File: src/shared/iel_map.vh
// iel_map.vh: constants of the interrupt entry logic
// assumes: included by the design files under hdl/
`ifndef IEL_MAP_VH
`define IEL_MAP_VH
`define IEL_VECTOR_DEF     12'h3FF
`define IEL_ADDR_W         12
`define IEL_STACK_DEPTH    30
`define IEL_RETI_OPC       6'h29
`define IEL_OPC_HI         17
`define IEL_OPC_LO         12
`define IEL_INSTR_CYC      2
`endif

File: src/hdl/iel_entry.v
// iel_entry.v: interrupt entry logic of a two-cycle 8-bit core
// assumes: request and controls from logic on the same clock
//
// Operation
// - accepted interrupt calls vector, pushing return address
// - vector is parameter, default 3FF hex
// - each instruction takes exactly two cycles
// - request sampled once per instruction only
// - entry within one or two cycles
// - take only if high, enabled, awake, idle
// - sleep ignores the request entirely
// - cancel next, save flags, bank, load vector
// - cancelled address becomes the return point
// - requests are not latched internally
// - acknowledge marks start of service routine
// - only one interrupt serviced at once
`timescale 1ns/1ns
`include "iel_map.vh"
module iel_entry #(
   parameter [`IEL_ADDR_W-1:0] VECTOR = `IEL_VECTOR_DEF
) (
   input  wire                   CLK,
   input  wire                   RST_N,
   input  wire                   INT_REQ,
   input  wire                   SLEEP,
   input  wire                   INT_ENABLE_SET,
   input  wire                   INT_ENABLE_CLR,
   input  wire                   FLAG_ZERO,
   input  wire                   FLAG_CARRY,
   input  wire                   BANK_SEL,
   input  wire [`IEL_ADDR_W-1:0] NEXT_ADDR,
   input  wire [17:0]            INSTRUCTION,
   output wire                   INT_ACK,
   output wire                   CANCEL_NEXT,
   output wire                   PC_LOAD,
   output wire [`IEL_ADDR_W-1:0] PC_VALUE,
   output wire                   INT_ENABLED,
   output wire                   IN_SERVICE,
   output wire                   SAVED_ZERO,
   output wire                   SAVED_CARRY,
   output wire                   SAVED_BANK,
   output wire                   RETURN_SEEN,
   output wire                   STACK_OVERFLOW
);
   reg                   ack_ff;
   reg                   ie_ff;
   reg                   busy_ff;
   reg                   sz_ff;
   reg                   sc_ff;
   reg                   sb_ff;
   reg                   load_ff;
   reg [`IEL_ADDR_W-1:0] pcv_ff;
   reg                   ret_ff;
   wire                  exec_en;
   wire                  take;
   wire                  is_return;
   wire [`IEL_ADDR_W-1:0] top_addr;

   function is_reti;
      input [17:0] ins;
      begin
         is_reti = (ins[`IEL_OPC_HI:`IEL_OPC_LO] == `IEL_RETI_OPC);
      end
   endfunction

   // instruction pacing, frozen in sleep
   iel_phase u_phase (
      .clk     (CLK),
      .rst_n   (RST_N),
      .hold    (SLEEP),
      .exec_en (exec_en)
   );

   // return point store
   iel_stack u_stack (
      .clk       (CLK),
      .rst_n     (RST_N),
      .push      (take),
      .pop       (is_return),
      .push_addr (NEXT_ADDR),
      .top_addr  (top_addr),
      .overflow  (STACK_OVERFLOW)
   );

   // request read straight from the pin at each instruction boundary
   assign take = exec_en & INT_REQ & ie_ff & ~busy_ff & ~SLEEP;
   assign is_return = exec_en & busy_ff & is_reti(INSTRUCTION);

   assign INT_ACK        = ack_ff;
   assign CANCEL_NEXT    = load_ff;
   assign PC_LOAD        = load_ff;
   assign PC_VALUE       = pcv_ff;
   assign INT_ENABLED    = ie_ff;
   assign IN_SERVICE     = busy_ff;
   assign SAVED_ZERO     = sz_ff;
   assign SAVED_CARRY    = sc_ff;
   assign SAVED_BANK     = sb_ff;
   assign RETURN_SEEN    = ret_ff;

   always @(posedge CLK or negedge RST_N) begin
      if (!RST_N) begin
         ack_ff  <= 1'b0;
         ie_ff   <= 1'b0;
         busy_ff <= 1'b0;
         sz_ff   <= 1'b0;
         sc_ff   <= 1'b0;
         sb_ff   <= 1'b0;
         load_ff <= 1'b0;
         pcv_ff  <= {`IEL_ADDR_W{1'b0}};
         ret_ff  <= 1'b0;
      end else begin
         ack_ff  <= take;
         load_ff <= take | is_return;
         ret_ff  <= is_return;
         if (take) begin
            pcv_ff  <= VECTOR;
            sz_ff   <= FLAG_ZERO;
            sc_ff   <= FLAG_CARRY;
            sb_ff   <= BANK_SEL;
            busy_ff <= 1'b1;
            ie_ff   <= 1'b0;
         end else begin
            if (is_return) begin
               pcv_ff  <= top_addr;
               busy_ff <= 1'b0;
            end
            if (INT_ENABLE_SET) begin
               ie_ff <= 1'b1;
            end else if (INT_ENABLE_CLR) begin
               ie_ff <= 1'b0;
            end
         end
      end
   end
endmodule

File: src/hdl/iel_phase.v
// iel_phase.v: instruction phase divider, one enable pulse per instruction
// assumes: single clock domain, stall input holds the phase (sleep)
`timescale 1ns/1ns
`include "iel_map.vh"
module iel_phase (
   input  wire clk,
   input  wire rst_n,
   input  wire hold,
   output wire exec_en
);
   localparam integer LAST     = `IEL_INSTR_CYC - 1;
   localparam [1:0]   LAST_CNT = LAST[1:0];
   reg [1:0]  cnt_ff;
   wire [1:0] nxt_cnt;
   // one instruction every two cycles
   assign nxt_cnt = (cnt_ff == LAST_CNT) ? 2'h0 : cnt_ff + 2'h1;
   assign exec_en = ~hold & (cnt_ff == LAST_CNT);
   always @(posedge clk or negedge rst_n) begin
      if (!rst_n) begin
         cnt_ff <= 2'h0;
      end else if (!hold) begin
         cnt_ff <= nxt_cnt;
      end
   end
endmodule

File: src/hdl/iel_stack.v
// iel_stack.v: call stack holding return addresses
// assumes: push and pop never in the same cycle
`timescale 1ns/1ns
`include "iel_map.vh"
module iel_stack #(
   parameter AW    = `IEL_ADDR_W,
   parameter DEPTH = `IEL_STACK_DEPTH
) (
   input  wire          clk,
   input  wire          rst_n,
   input  wire          push,
   input  wire          pop,
   input  wire [AW-1:0] push_addr,
   output wire [AW-1:0] top_addr,
   output wire          overflow
);
   reg [AW-1:0] mem [0:DEPTH-1];
   reg [4:0]    ptr_ff;
   reg          ovf_ff;
   assign top_addr = (ptr_ff == 5'h00) ? {AW{1'b0}} : mem[ptr_ff - 5'h01];
   assign overflow = ovf_ff;
   always @(posedge clk) begin
      if (push && ptr_ff < DEPTH[4:0]) begin
         mem[ptr_ff] <= push_addr;
      end
   end
   always @(posedge clk or negedge rst_n) begin
      if (!rst_n) begin
         ptr_ff <= 5'h00;
         ovf_ff <= 1'b0;
      end else if (push) begin
         if (ptr_ff < DEPTH[4:0]) begin
            ptr_ff <= ptr_ff + 5'h01;
         end else begin
            ovf_ff <= 1'b1;
         end
      end else if (pop && ptr_ff != 5'h00) begin
         ptr_ff <= ptr_ff - 5'h01;
      end
   end
endmodule

File: config.mk
export PLATFORM = sky130hd
export DESIGN_NAME = iel_entry
export DESIGN_NICKNAME = d
export VERILOG_FILES = /design/src/hdl/iel_entry.v /design/src/hdl/iel_phase.v /design/src/hdl/iel_stack.v
export VERILOG_INCLUDE_DIRS = /design/src /design/src/shared
export SDC_FILE = /design/constraint.sdc
export NUM_CORES = 1
export LEC_CHECK = 0
export BUFFER_PORTS_ARGS = -buffer_cell sky130_fd_sc_hd__buf_2
export CAP_MARGIN = 20
export CORE_ASPECT_RATIO = 0.75
export CORE_UTILIZATION = 47
export CTS_CLUSTER_SIZE = 30
export DETAILED_ROUTE_END_ITERATION = 7
export SLEW_MARGIN = 15
export SYNTH_ARGS = -nofsm -noshare
export SYNTH_HDL_FRONTEND = slang
export SYNTH_SLANG_ARGS = --single-unit
export TNS_END_PERCENT = 5
File: constraint.sdc
create_clock -name CLK -period 5.65 [get_ports CLK]
set_input_delay 1.695 -clock CLK [delete_from_list [all_inputs] [get_ports CLK]]
set_output_delay 1.695 -clock CLK [all_outputs]
set_load 0.01 [all_outputs]
==> impl_metrics.tcl <==
set metrics [dict create \
    drv_slew 0 \
    crit_path_max_fanout 22 \
    async_flop_share_pct 7.216 \
    wl_met2_um 14600 \
    wirelength_um 31670 \
    skew_ns 0.007973 \
    cts_buffers 39 \
    pin_count 61 \
    cts_sinks 388 \
    grt_antenna_before_repair 0 \
    detail-route-antenna-nets 0 \
    maxCapViolCount 0 \
    die_w_um 211.2 \
    hp-class "flip-flop to flip-flop" \
    worstSetupStartpointType "input port" \
    synth.top_cell.area_share_pct 70.04 \
    synth_area_um2 15430 \
    place_congestion 0.8336 \
    clk-insertion-delay-late_ns 0.53 \
    crit_chain "buf_2, nor3b_2, nand4b_2, buf_4, inv_2, nand3b_1, nor2_1, buf_4" \
    rsz0062_at_grt "false" \
    design_area_um2 17610 \
    synth_area_leaders "edfxtp_1 (70%), mux4_2 (10%), dfrtp_1 (4.5%)" \
    cp_top_family "simple AND/OR/NAND/NOR gates" \
    grt.total_usage_pct 19.70 \
    die_y_um 158.9 \
    root_buffer "clkbuf_16" \
    ctsLongestPathBuffers 3 \
    wl_per_cell_um 24.86 \
    ys_ff_latch 388 \
    num_rows 57 \
    io_buffer_count 48 \
    slew_headroom_pct 35.80 \
    met1_length_um 14610 \
    hpwlAfterDp_um 18900 \
    ir_worst_vdd_uv 337.3 \
    path_clk_slew_ns 0.06 \
    total_power_w 0.008652 \
    yosys.area.top_type "edfxtp_1" \
    syn_nets 756 \
    tns_ns 0 \
    arrival_ns 3.86 \
    initial_utilization_pct 47.67 \
    worstSetupEndpointType "flip-flop" \
    viasPerCell 5.621 \
    cts-hold-fix-buffers 0 \
    hold_viol 0 \
    grt_max_degree 65 \
    setup_viol 0 \
    drc_errors 0 \
    syn_avg_cell_area_um2 21.68 \
    cts_tree "built" \
    worstMarginPinSlew_ns 0.9630 \
    max_stage_delay_ns 0.43 \
    grt_first_pass_wirelength_um 47620 \
    htreeDepth 2 \
    synthToLayoutAreaGrowth_pct 14.07 \
    synth_cells 712 \
    synth_warnings 0 \
    slowest_stage "inv_2" \
    worstPathRequired_ns 5.86 \
    met3_length_um 1919 \
    cp_num_buf_inv 4 \
    grt_overflow 0 \
    placed_area_um2 16300 \
    status "finished clean" \
    ys.flop_type "edfxtp_1" \
    post-route-period-util_pct 64.45 \
    synthTopCellsByCount "edfxtp_1 (360), mux4_2 (70), nand2_1 (45)" \
    vias 7161 \
    layout-drive-gt1-share_pct 32.97 \
    grt_pass1_vias 7253 \
    drt_iter0_markers 658 \
    nets 845 \
    first_pass_iters 5 \
    routed.top_layer "met4" \
    max_clock_freq_ghz 0.2746 \
    leakage_nw 5.780 \
    yosysMostFrequentCell "edfxtp_1" \
    cts_resized 0 \
    post_cts_buffers 0 \
    die_area_um2 33570 \
    seq_area_frac_synth_pct 74.58 \
    crit_top_cell "buf_4" \
    utilization_pct 54.37 \
    path_class "input port to flip-flop" \
    synth_cell_type_count 46 \
    min_period_ns 3.641 \
    synth_edf_count 360 \
    core_area_um2 32380 \
    p_per_area_nw_per_um2 491.5 \
]
worst register-to-register path: stages, from the launching register on:
cell	delay, ns
dfrtp_4	0.64
inv_1	0.20
ha_4	0.94
buf_4	0.50
mux4_2	0.38
mux2_1	0.34
nand2_1	0.10
nand3_1	0.07
flip-flops by register name, indices dropped and copies added (netlist names):
signal / cells
u_stack.mem: 360
u_stack.overflow: 1
IN_SERVICE: 1
CANCEL_NEXT: 1
u_stack.ptr_ff: 5
u_phase.cnt_ff: 2
INT_ACK: 1
PC_VALUE: 12
RETURN_SEEN: 1
SAVED_ZERO: 1
SAVED_CARRY: 1
SAVED_BANK: 1
INT_ENABLED: 1
power breakdown:
part           total [W]  internal [W]  switching (W)
clock            0.00256       0.00152        0.00104
combinational    0.00275       0.00139        0.00136
sequential       0.00334       0.00322       0.000120
routing by layer:
layer	vias up	track usage, %
li1	3143	-
met1	3747	29.51
met2	225	29.69
met3	46	4.221
met4	0	4.974
met5	-	0
area by class of cell:
class / instances / area, µm²
Antenna cell: 1 / 2.502
Clock buffer: 56 / 1155
Clock inverter: 15 / 140.1
Fill cell: 2486 / 14770
Inverter: 7 / 26.28
Multi-Input combinational cell: 280 / 3696
Sequential cell: 388 / 11510
Tap cell: 442 / 553.0
Timing Repair Buffer: 85 / 518.0
cell families after synthesis:
group,count (synthesis),share of synthesized area [%]
mux,132,17.51
fa+ha+maj,5,0.4054
flops,388,74.58
compound gates,24,1.638
buf+inv,44,1.784
simple gates,113,3.616
xor+xnor,6,0.4622
layout by cell type (no fill, tap or decap), types with 10 or more instances in the layout:
cell type	Yosys	final
mux4_1	26	26
buf_4	3	37
nand2_1	45	45
buf_2	7	48
a221oi_2	10	10
mux2_4	10	10
dfrtp_1	28	27
mux4_2	70	70
edfxtp_1	360	360
clkbuf_16	0	43
mux2_2	25	25
nand3_1	15	15
clkbuf_1	13	10
nor2_1	25	25
metrics by stage:
step / cells / setup WS [ns] / hold slack (ns)
finish: 1274 / 2.009 / 0.4770
global route: 1273 / 1.938 / 0.5024
CTS: 1273 / 2.062 / 0.4777
detailed placement: 1202 / 1.510 / 0.4640
global placement: 1202 / 1.649 / 0.4570
floorplan: 712 / 1.770 / 0.4439
path summary, 6_finish.rpt:
| path | startpoint | to | slack (ns) | cells after the start |
|---|---|---|---|---|
| max | SLEEP | u_stack.mem[24][8]$_DFFE_PP_ | 2.01 | 8 |
| min | SAVED_CARRY$_DFFE_PN0P_ | SAVED_CARRY$_DFFE_PN0P_ | 0.48 | 2 |
| max in group asynchronous | RST_N | u_stack.ptr_ff[0]$_DFFE_PN0P_ | 4.00 | 1 |
| min reg2reg | SAVED_CARRY$_DFFE_PN0P_ | SAVED_CARRY$_DFFE_PN0P_ | 0.48 | 2 |
| min in group asynchronous | RST_N | SAVED_BANK$_DFFE_PN0P_ | 1.19 | 1 |
| max reg2reg | u_stack.ptr_ff[0]$_DFFE_PN0P_ | PC_VALUE[1]$_DFFE_PN0P_ | 2.35 | 7 |
Power figures use the tool's default switching activity.
